### src/common/pfam_pkg.sv
/*
  pfam_pkg: constants, register map and state codes of the position
  feedback absolute monitor.
  Assumes: APB byte addresses, 32-bit data, one clock at 125 MHz.
*/
package pfam_pkg;
  // clocking and cyclic acquisition
  localparam int unsigned CLK_MHZ = 125;
  localparam int unsigned ACQ_NS = 1000;
  localparam int unsigned ACQ_CYC = (ACQ_NS * CLK_MHZ) / 1000;
  localparam int unsigned ACQ_W = $clog2(ACQ_CYC);
  // register byte offsets
  localparam logic [7:0] A_CFG = 8'h00;
  localparam logic [7:0] A_LINES = 8'h04;
  localparam logic [7:0] A_MULT = 8'h08;
  localparam logic [7:0] A_DCR1 = 8'h0C;
  localparam logic [7:0] A_DCR2 = 8'h10;
  localparam logic [7:0] A_REFDES = 8'h14;
  localparam logic [7:0] A_WIN = 8'h18;
  localparam logic [7:0] A_CMD = 8'h1C;
  localparam logic [7:0] A_STAT = 8'h20;
  localparam logic [7:0] A_RES = 8'h24;
  localparam logic [7:0] A_POS = 8'h28;
  localparam logic [7:0] A_RANGE = 8'h2C;
  // feedback type field positions
  localparam int unsigned CF_LIN = 0;
  localparam int unsigned CF_DC = 1;
  localparam int unsigned CF_SQ = 2;
  localparam int unsigned CF_MT = 3;
  // command bits
  localparam int unsigned CM_SET = 0;
  localparam int unsigned CM_CLR = 1;
  // reset values
  localparam logic [5:0] CFG_RST = 6'h08;
  localparam logic [23:0] LINES_RST = 24'h000400;
  localparam logic [7:0] MULT_RST = 8'h01;
  localparam logic [31:0] WIN_RST = 32'h00000100;
  // detection range limits in pitch units
  localparam logic [31:0] RNG_SQ = 32'h20000000;
  localparam logic [31:0] RNG_SIN = 32'h00040000;
  // error code reported for an absolute encoder mismatch
  localparam logic [7:0] ERR_ABS = 8'h4C;
  // retained store word addresses
  localparam logic [1:0] NV_POS = 2'h0;
  localparam logic [1:0] NV_OFS = 2'h1;
  // sequencer states
  typedef enum logic [6:0] {
    ST_OFF = 7'h01,
    ST_RD0 = 7'h02,
    ST_RD1 = 7'h04,
    ST_CHK = 7'h08,
    ST_RUN = 7'h10,
    ST_SV0 = 7'h20,
    ST_SV1 = 7'h40
  } pfam_state_e;
endpackage: pfam_pkg

### src/common/pfam_nv_if.sv
/*
  pfam_nv_if: port between the monitor and its retained position store.
  Assumes: single clock; read data registered one cycle after addr.
*/
`timescale 1ns/10ps
`default_nettype none
interface pfam_nv_if;
  logic we;
  logic [1:0] addr;
  logic [31:0] wdata;
  logic [31:0] rdata;
  modport ctl (output we, output addr, output wdata, input rdata);
  modport mem (input we, input addr, input wdata, output rdata);
endinterface: pfam_nv_if
`default_nettype wire

### src/rtl/pfam_monitor.sv
/*
  pfam_monitor: external feedback configuration, resolution and range,
  absolute multiturn reference and restart position check, APB slave.
  Assumes: enc_pos stable while enc_stb is high; drive_on and enc_stb
  are asynchronous pins; NC software drives the APB master.
*/
// Our own choices: the placing of the registers and the APB register port.
`timescale 1ns/10ps
`default_nettype none
// Summary of operation
// - feedback type bit 0 picks linear scale (1) or rotary encoder (0).
// - type bit 1 selects distance-coded marks; both coded dimensions must be set.
// - rotary resolution: lines, or lines times external multiplication for square.
// - linear resolution: grid, or grid divided by external multiplication for square.
// - square-wave signals give detection range of plus or minus 2^29 pitch units.
// - sine-wave signals limit detection range to plus or minus 2^18 pitch units.
// - multiturn option acquires absolute rotor position cyclically over 4096 turns.
// - absolute drive presents a valid reference at power-up without homing.
// - jog, write position, set-absolute command, drop enable; applied at restart.
// - store position at switch-off; restart mismatch beyond window gives error 76.
// - travel beyond detection range marks absolute position as lost.
// - after NC clears error 76, position inside window means feedback error.
module pfam_monitor (
  // clock and reset
  input wire logic clk,
  input wire logic rst,
  // apb slave
  input wire logic psel,
  input wire logic penable,
  input wire logic pwrite,
  input wire logic [7:0] paddr,
  input wire logic [31:0] pwdata,
  output logic [31:0] prdata,
  output logic pready,
  output logic pslverr,
  // position encoder
  input wire logic [31:0] enc_pos,
  input wire logic enc_stb,
  output logic enc_req,
  // drive power and nc status
  input wire logic drive_on,
  output logic [7:0] err_code,
  output logic abs_err,
  output logic pos_lost,
  output logic fb_err,
  output logic ref_valid,
  output logic [31:0] act_pos
);
  import pfam_pkg::*;

  localparam int AQ_GAP = ACQ_CYC;

  function automatic logic [31:0] mag32(input logic [31:0] v);
    return v[31] ? (~v + 32'h00000001) : v;
  endfunction: mag32

  pfam_nv_if nv ();
  pfam_nv_mem u_mem (
    .clk(clk),
    .nv(nv)
  );

  pfam_state_e st_q, st_d;
  logic [5:0] cfg_q;
  logic [23:0] lines_q;
  logic [7:0] mult_q;
  logic [31:0] dcr1_q, dcr2_q, ref_des_q, win_q;
  logic [31:0] res_q, range_q, raw_q, offset_q, stored_q, act_q;
  logic [31:0] prdata_q;
  logic pready_q, pslverr_q, enc_req_q;
  logic err76_q, lost_q, fb_err_q, ref_valid_q, pend_q, nv_ok_q;
  logic [7:0] err_code_q;
  logic [ACQ_W-1:0] acq_cnt_q;

  // pin synchronisers: drive_on is bit 0, enc_stb is bit 1
  logic [1:0] pin_in, lvl, rise;
  assign pin_in = {enc_stb, drive_on};
  for (genvar i = 0; i < 2; i++) begin : g_sync
    logic s1_q, s2_q, s3_q, lvl_q;
    always_ff @(posedge clk or posedge rst) begin
      if (rst) begin
        s1_q <= 1'b0;
        s2_q <= 1'b0;
        s3_q <= 1'b0;
        lvl_q <= 1'b0;
      end else begin
        s1_q <= pin_in[i];
        s2_q <= s1_q;
        s3_q <= s2_q;
        if (s2_q == s3_q) begin
          lvl_q <= s3_q;
        end
      end
    end
    assign lvl[i] = lvl_q;
    assign rise[i] = s2_q & s3_q & ~lvl_q;
  end

  wire drv_lvl = lvl[0];
  wire smp_ev = rise[1];

  // apb decode: one wait state, answer from registers
  wire acc = psel & penable;
  wire fire = acc & pready_q;
  wire wr_fire = fire & pwrite;
  wire hit_cfg = (paddr == A_CFG);
  wire hit_lines = (paddr == A_LINES);
  wire hit_mult = (paddr == A_MULT);
  wire hit_dcr1 = (paddr == A_DCR1);
  wire hit_dcr2 = (paddr == A_DCR2);
  wire hit_ref = (paddr == A_REFDES);
  wire hit_win = (paddr == A_WIN);
  wire hit_cmd = (paddr == A_CMD);
  wire hit_stat = (paddr == A_STAT);
  wire hit_res = (paddr == A_RES);
  wire hit_pos = (paddr == A_POS);
  wire hit_rng = (paddr == A_RANGE);
  wire map_hit = hit_cfg | hit_lines | hit_mult | hit_dcr1 | hit_dcr2 | hit_ref
               | hit_win | hit_cmd | hit_stat | hit_res | hit_pos | hit_rng;
  wire set_fire = wr_fire & hit_cmd & pwdata[CM_SET] & st_q[4];
  wire clr_fire = wr_fire & hit_cmd & pwdata[CM_CLR];

  // feedback type decode
  wire is_lin = cfg_q[CF_LIN];
  wire is_sq = cfg_q[CF_SQ];
  wire is_mt = cfg_q[CF_MT];
  // coded marks need both dimensions; flagged until software supplies them
  wire dc_miss = cfg_q[CF_DC] & ((dcr1_q == 32'h00000000) | (dcr2_q == 32'h00000000));

  wire [31:0] status = {17'h00000, st_q[4], dc_miss, pend_q, ref_valid_q, fb_err_q,
                        lost_q, err76_q, err_code_q};
  wire [31:0] rd_data =
      hit_cfg ? {26'h0000000, cfg_q} :
      hit_lines ? {8'h00, lines_q} :
      hit_mult ? {24'h000000, mult_q} :
      hit_dcr1 ? dcr1_q :
      hit_dcr2 ? dcr2_q :
      hit_ref ? ref_des_q :
      hit_win ? win_q :
      hit_stat ? status :
      hit_res ? res_q :
      hit_pos ? act_q :
      hit_rng ? range_q : 32'h00000000;

  // bus answer registers
  always_ff @(posedge clk or posedge rst) begin
    if (rst) begin
      pready_q <= 1'b0;
      pslverr_q <= 1'b0;
      prdata_q <= 32'h00000000;
    end else begin
      pready_q <= acc & ~pready_q;
      pslverr_q <= acc & ~pready_q & ~map_hit;
      prdata_q <= (acc & ~pready_q & ~pwrite) ? rd_data : 32'h00000000;
    end
  end

  // configuration registers written at the completing edge only
  always_ff @(posedge clk or posedge rst) begin
    if (rst) begin
      cfg_q <= CFG_RST;
      lines_q <= LINES_RST;
      mult_q <= MULT_RST;
      dcr1_q <= 32'h00000000;
      dcr2_q <= 32'h00000000;
      ref_des_q <= 32'h00000000;
      win_q <= WIN_RST;
    end else if (wr_fire) begin
      if (hit_cfg) cfg_q <= pwdata[5:0];
      if (hit_lines) lines_q <= pwdata[23:0];
      if (hit_mult) mult_q <= pwdata[7:0];
      if (hit_dcr1) dcr1_q <= pwdata;
      if (hit_dcr2) dcr2_q <= pwdata;
      if (hit_ref) ref_des_q <= pwdata;
      if (hit_win) win_q <= pwdata;
    end
  end

  // resolution and range; a zero multiplier counts as one in the linear divide only, to avoid divide by zero
  wire [7:0] mult_nz = (mult_q == 8'h00) ? 8'h01 : mult_q;
  wire [31:0] res_rot_sq = {8'h00, lines_q} * {24'h000000, mult_q};
  wire [31:0] res_lin_sq = {8'h00, lines_q} / {24'h000000, mult_nz};
  wire [31:0] res_d = is_lin ? (is_sq ? res_lin_sq : {8'h00, lines_q})
                             : (is_sq ? res_rot_sq : {8'h00, lines_q});
  wire [31:0] range_d = is_sq ? RNG_SQ : RNG_SIN;

  always_ff @(posedge clk or posedge rst) begin
    if (rst) begin
      res_q <= 32'h00000000;
      range_q <= RNG_SIN;
    end else begin
      res_q <= res_d;
      range_q <= range_d;
    end
  end

  // cyclic acquisition divider; request pulse every period
  wire acq_tick = (acq_cnt_q == ACQ_W'(ACQ_CYC - 1));
  always_ff @(posedge clk or posedge rst) begin
    if (rst) begin
      acq_cnt_q <= '0;
      enc_req_q <= 1'b0;
      raw_q <= 32'h00000000;
    end else begin
      acq_cnt_q <= acq_tick ? '0 : acq_cnt_q + 1'b1;
      enc_req_q <= acq_tick;
      if (smp_ev) raw_q <= enc_pos;
    end
  end

  // restart check terms: upper 12 bits of raw count turns, wrapping at 4096
  wire [31:0] chk_pos = raw_q + nv.rdata;
  wire [31:0] chk_dev = mag32(chk_pos - stored_q);
  wire chk_live = st_q[3] & ~pend_q & nv_ok_q & is_mt;
  wire mismatch = chk_live & (chk_dev > win_q);
  wire run_dev_ok = (mag32(act_q - stored_q) <= win_q);
  // range test on the next actual value: act_q still carries the old offset
  // for one cycle after the restart check and would trip a false overrun
  wire [31:0] act_d = raw_q + offset_q;
  wire out_rng = st_q[4] & ref_valid_q & (mag32(act_d) > range_q);

  // sequencer: off, read store, check, run, save on switch-off
  always_comb begin
    st_d = st_q;
    unique case (st_q)
      ST_OFF: if (drv_lvl) st_d = ST_RD0;
      ST_RD0: if (smp_ev) st_d = ST_RD1;
      ST_RD1: st_d = ST_CHK;
      ST_CHK: st_d = ST_RUN;
      ST_RUN: if (!drv_lvl) st_d = ST_SV0;
      ST_SV0: st_d = ST_SV1;
      ST_SV1: st_d = ST_OFF;
      default: st_d = ST_OFF;
    endcase
  end

  // store port: position then offset saved at switch-off
  assign nv.we = st_q[5] | st_q[6];
  assign nv.addr = (st_q[2] | st_q[6]) ? NV_OFS : NV_POS;
  assign nv.wdata = st_q[6] ? offset_q : act_q;

  always_ff @(posedge clk or posedge rst) begin
    if (rst) begin
      st_q <= ST_OFF;
      stored_q <= 32'h00000000;
      act_q <= 32'h00000000;
      nv_ok_q <= 1'b0;
    end else begin
      st_q <= st_d;
      act_q <= act_d;
      if (st_q[2]) stored_q <= nv.rdata;
      if (st_q[6]) nv_ok_q <= 1'b1;
    end
  end

  // reference handling: pending set applies at restart, else reload offset
  always_ff @(posedge clk or posedge rst) begin
    if (rst) begin
      offset_q <= 32'h00000000;
      ref_valid_q <= 1'b0;
      pend_q <= 1'b0;
    end else if (st_q[3] && pend_q) begin
      offset_q <= ref_des_q - raw_q;
      ref_valid_q <= 1'b1;
      pend_q <= 1'b0;
    end else if (st_q[3]) begin
      if (nv_ok_q) offset_q <= nv.rdata;
      ref_valid_q <= ref_valid_q & is_mt & ~mismatch;
    end else begin
      if (set_fire) pend_q <= 1'b1;
      if (out_rng) ref_valid_q <= 1'b0;
    end
  end

  // sticky flags; a new event in a clearing cycle wins
  wire fb_set = clr_fire & err76_q & run_dev_ok;
  always_ff @(posedge clk or posedge rst) begin
    if (rst) begin
      err76_q <= 1'b0;
      lost_q <= 1'b0;
      fb_err_q <= 1'b0;
      err_code_q <= 8'h00;
    end else begin
      err76_q <= mismatch | (err76_q & ~clr_fire);
      err_code_q <= (mismatch | (err76_q & ~clr_fire)) ? ERR_ABS : 8'h00;
      lost_q <= out_rng | (lost_q & ~clr_fire);
      fb_err_q <= fb_set | (fb_err_q & ~(clr_fire & ~err76_q) & ~(st_q[3] & pend_q));
    end
  end

  // outputs straight from registers
  assign prdata = prdata_q;
  assign pready = pready_q;
  assign pslverr = pslverr_q;
  assign enc_req = enc_req_q;
  assign err_code = err_code_q;
  assign abs_err = err76_q;
  assign pos_lost = lost_q;
  assign fb_err = fb_err_q;
  assign ref_valid = ref_valid_q;
  assign act_pos = act_q;
endmodule: pfam_monitor
`default_nettype wire

### src/rtl/pfam_nv_mem.sv
/*
  pfam_nv_mem: four-word retained store for position and offset.
  Assumes: contents survive drive switch-off; no reset on purpose.
*/
`timescale 1ns/10ps
`default_nettype none
module pfam_nv_mem (
  // clock
  input wire logic clk,
  // store access
  pfam_nv_if.mem nv
);
  logic [31:0] mem_q [4];

  // read first (a write returns the old word), read data always from a register
  always_ff @(posedge clk) begin
    if (nv.we) begin
      mem_q[nv.addr] <= nv.wdata;
    end
    nv.rdata <= mem_q[nv.addr];
  end
endmodule: pfam_nv_mem
`default_nettype wire

### config.mk
export PLATFORM = sky130hd
export DESIGN_NAME = pfam_monitor
export DESIGN_NICKNAME = d
export VERILOG_FILES = /design/src/common/pfam_pkg.sv /design/src/common/pfam_nv_if.sv /design/src/rtl/pfam_monitor.sv /design/src/rtl/pfam_nv_mem.sv
export SDC_FILE = /design/constraint.sdc
export NUM_CORES = 2
export LEC_CHECK = 0
export ABC_AREA = 0
export BUFFER_PORTS_ARGS = -buffer_cell sky130_fd_sc_hd__clkbuf_2
export CORE_ASPECT_RATIO = 0.7
export CORE_MARGIN = 1
export CORE_UTILIZATION = 50
export CTS_CLUSTER_SIZE = 40
export DETAILED_ROUTE_END_ITERATION = 7
export GPL_TIMING_DRIVEN = 0
export PLACE_DENSITY = 0.79
export REMOVE_ABC_BUFFERS = 1
export SLEW_MARGIN = 20
export SYNTH_ARGS = -nofsm -noshare
export SYNTH_HDL_FRONTEND = slang
export SYNTH_SLANG_ARGS = --single-unit
### constraint.sdc
create_clock -name clk -period 83.8 [get_ports clk]
set_clock_uncertainty 0.1 [all_clocks]
set_input_delay 4.19 -clock clk [delete_from_list [all_inputs] [get_ports clk]]
set_output_delay 4.19 -clock clk [all_outputs]
set_load 0.02 [all_outputs]
==> implementation parameters <==
Parameter                              Value

Yosys
  Yosys cell types ... 146
  Post-synth top area share ... 0.1837
  Post-synth EDFFs ... 64
  Fraction of registers with async set/reset ... 0.8029
  Most frequent cell after synthesis ... nand2_1
  Number of cells produced by synthesis ... about 6200
  Sequential cell area fraction in the yosys report ... 0.2356
  Yosys warning count ... 0
  Top cells by area, synth ... dfrtp_1 (18%), ha_1 (11%), fa_1 (6.3%), mux2_2 (5.3%), a21oi_1 (4.3%)
  Synth top cells by count ... nand2_1 (557), inv_1 (486), nor2_1 (478)
  Post-synth top flop ... dfrtp_1
  Synth Area per Inst ... roughly 8.5 µm²
  Count of state elements after synthesis ... around 490
  Cell accounting for the most synthesized area ... dfrtp_1
  Area of the mapped netlist ... 52440 µm²

Power and ir drop
  Relative contribution of the clock network to total power ... 0.129
  VDD IR max ... around 0.025 mV
  Net switching fraction of the power ... 0.4986
  Internal portion of total power ... 0.8220 mW
  Total power per unit cell area ... between 20 and 30 nW/µm²
  Switching power summed over all nets ... roughly 0.82 mW
  Leak ... ~28 nW
  Relative contribution of combinational cells to total power ... 0.703
  Sequential fraction of design power ... 0.169

Cells and area
  Syn-to-layout area delta ... 11.23%
  Finished layout cell area ... 58320 µm²
  Final Instance Count excl. Fillers ... roughly 7700
  Fillcell total ... between 8000 and 9000
  Layout Nets ... 7075
  Proportion of layout cells with a drive suffix above 1 ... 0.1607

Timing
  Final period demand of the worst path ... approximately 80000 ps
  Portion of the clock cycle consumed by the worst path in the final layout ... 0.9581
  Setup TNS ... 0 ps
  Final setup slack of the worst path ... 3514 ps
  Actual transition at the worst max-transition pin ... 1214 ps
  Worst relative slew slack ... 0.1791
  Number of hold violations in the final report ... 0
  Count of final max-slew check failures ... 0
  Fmax ... 0.01246 GHz
  Count of final setup violators ... 0

Clock tree
  H-tree depth reported by CTS ... 2
  Clock Latency Late Sink ... 590 ps
  Clock tree root driver cell ... clkbuf_16
  Count of clock tree sinks ... 487
  Number of buffers inserted during clock tree synthesis ... 42
  Clock tree from TritonCTS ... done
  Clock Path Buffers ... 3
  Clock slew seen by the registers of the worst setup and hold paths ... approximately 70 ps
  Post-CTS Hold Fix Bufs ... 0

Job
  Max-capacitance violation count ... 0

Floorplan
  Height of the die ... 273.0 µm
  Count of boundary I/O pins ... 158
  Number of placement rows ... 98
  Initial cell density of the core ... 0.5091
  Die Span X ... between 300 and 400 µm
  Die outline area ... about 110000 µm²
  Core area ... roughly 100000 µm²

Global routing
  Wire length of the first global-routing pass ... roughly 250 mm
  Number of global-route vias before repair ... 45531
  Tot GR Track Use ... 0.2880
  Antenna violations before repair ... 13
  Pin count of the biggest net entering global routing ... between 100 and 150
  Remaining Overflow, GRT ... 0

Worst setup path
  Logic depth of the worst register-to-register path ... around 400
  Cell with the largest stage delay on the worst path ... dfrtp_1
  Critical path buffers and inverters ... 17
  Worst path arrival time ... a little over 80000 ps
  Req. time, crit path ... 84100 ps
  Worst setup EP type ... flop
  Path length in cells of the critical path ... approximately 400
  Top cell by count, worst path ... o21a_1
  Highest cell delay on the worst timing path ... ~1100 ps
  Crit-path leading delay family ... compound AO/OA/AOI/OAI gates
  Crit path max fanout ... 26
  CP Launch Type ... flop
  Kind of critical path ... flop to flop

Detailed routing
  Detailed-router iteration count before antenna repair ... 6
  Via/cell ratio ... 6.339
  Total via count after detailed routing ... between 40000 and 50000
  Number of design rule violations left after detail routing ... 0
  Antenna viol nets, final ... 0
  Wire length reported by the detailed router ... between 150 and 200 mm
  Avg WL per Cell ... roughly 21 µm
  DR iter-0 viols ... 5249

Placement
  Final Wtd Congestion ... 0.9558
  Detailed placement HPWL ... approximately 120 mm
  Setup Slack @ Placement ... -10570 ps
  Placed standard-cell area ... approximately 55000 µm²
  Number of placed instances with taps included ... about 7500
  Number of I/O port buffers ... 152

Outcome
  Result of the run ... completed

Min path
  Number of instances on the worst hold path ... 0
  Min-Delay Path Class ... flop to flop
## metrics by stage
step | util | total power [mW] | hold WS, ps
floorplan | - | 1.106 | 231.2
global placement | 0.5230 | 1.325 | 234.0
detailed placement | 0.5311 | 1.362 | 235.8
CTS | 0.5511 | 1.591 | 252.0
global route | 0.5663 | 1.756 | 266.7
finish | 0.5663 | 1.640 | 250.9
## placed cells by master (no fill, tap or decap), types with 58 or more instances in the layout
cell type and n:
o21ai_0 253, nand3_1 94, a21oi_1 423, a31oi_1 61, and2_1 80, nand2_1 541, xnor2_1 205, nand4_1 58
nand2b_1 62, a21o_1 105, clkbuf_2 152, nor2_1 452, o21a_1 175, edfxtp_1 64, fa_1 166, o21bai_1 108
ha_1 476, nor3_1 226, inv_1 480, buf_4 173, o31ai_1 84, mux2_2 249, dfrtp_1 375, xor2_1 132
## timing repair
action,CTS,global route
setup endpoints to repair,4,3
pin swaps,17,40
cloned,2,2
gates resized for setup,101,104
setup buffers,28,141
## cell families after synthesis
group,count (synthesis),share of synthesized area
compound gates,1687,0.2173
mux,325,0.06948
fa+ha+maj,647,0.1780
buf+inv,720,0.05529
other cells,1,0.00007151
xor+xnor,344,0.05789
simple gates,1953,0.1864
flops,487,0.2356
## power groups by stage
stage / Combinational, mW / Clock (mW) / Sequential [mW]
2_1_floorplan: 0.828 / 0 / 0.278
3_3_place_gp: 1.04 / 0 / 0.280
3_5_place_dp: 1.08 / 0 / 0.281
4_1_cts: 1.11 / 0.210 / 0.276
5_1_grt: 1.26 / 0.220 / 0.278
6_report: 1.15 / 0.211 / 0.276
## final timing paths
path | slack, ps | startpoint | to
min | 250 | g_sync[1].s1_q$_DFF_PP0_ | g_sync[1].s2_q$_DFF_PP0_
min reg2reg | 250 | g_sync[1].s1_q$_DFF_PP0_ | g_sync[1].s2_q$_DFF_PP0_
max | 3510 | mult_q[2]$_DFFE_PP0P_ | res_q[0]$_DFF_PP0_
min in group asynchronous | 3560 | rst | prdata[6]$_DFF_PP0_
max reg2reg | 3510 | mult_q[2]$_DFFE_PP0P_ | res_q[0]$_DFF_PP0_
max in group asynchronous | 78560 | rst | act_pos[23]$_DFF_PP0_
## layer usage
metal	track usage	vias to the layer above	wire (µm)
met1	0.4245	23730	72130
met3	0.06798	296	17930
met5	0	-	68
li1	-	22547	-
met2	0.4257	2486	68220
met4	0.06061	10	3505
## area by class of cell
class                      count  area [µm²]  area share
multi-input combinational   4973       38240      0.6557
sequential                   487       12380      0.2123
clock inverter                19       236.5    0.004054
timing repair buffer         360        2739     0.04696
clock buffer                  58        1172     0.02010
inverter                     489        1849     0.03171
tap                         1350        1689     0.02896
antenna                        5       12.51   0.0002145
## worst register-to-register path, delay by kind of cell (launching register included)
| kind | cells | cell delay (ps) |
|---|---|---|
| AO/OA/AOI/OAI | 213 | 39620 |
| buffers and inverters | 17 | 2720 |
| flip-flops | 1 | 1050 |
| multiplexers | 15 | 4060 |
| AND/OR/NAND/NOR | 122 | 23290 |
| adder cells (fa/ha/maj) | 30 | 9330 |
## sequential cells by signal, summed over array words and instances (netlist names), 6 cells and up
| register | count |
|---|---|
| u_mem.mem_q | 64 |
| act_pos | 32 |
| dcr1_q | 32 |
| dcr2_q | 32 |
| offset_q | 32 |
| prdata | 32 |
| raw_q | 32 |
| ref_des_q | 32 |
| res_q | 32 |
| stored_q | 32 |
| u_mem.nv.rdata | 32 |
| win_q | 32 |
| lines_q | 24 |
| mult_q | 8 |
| acq_cnt_q | 7 |
| st_q | 7 |
| cfg_q | 6 |
(Power assumes the default switching activity.)
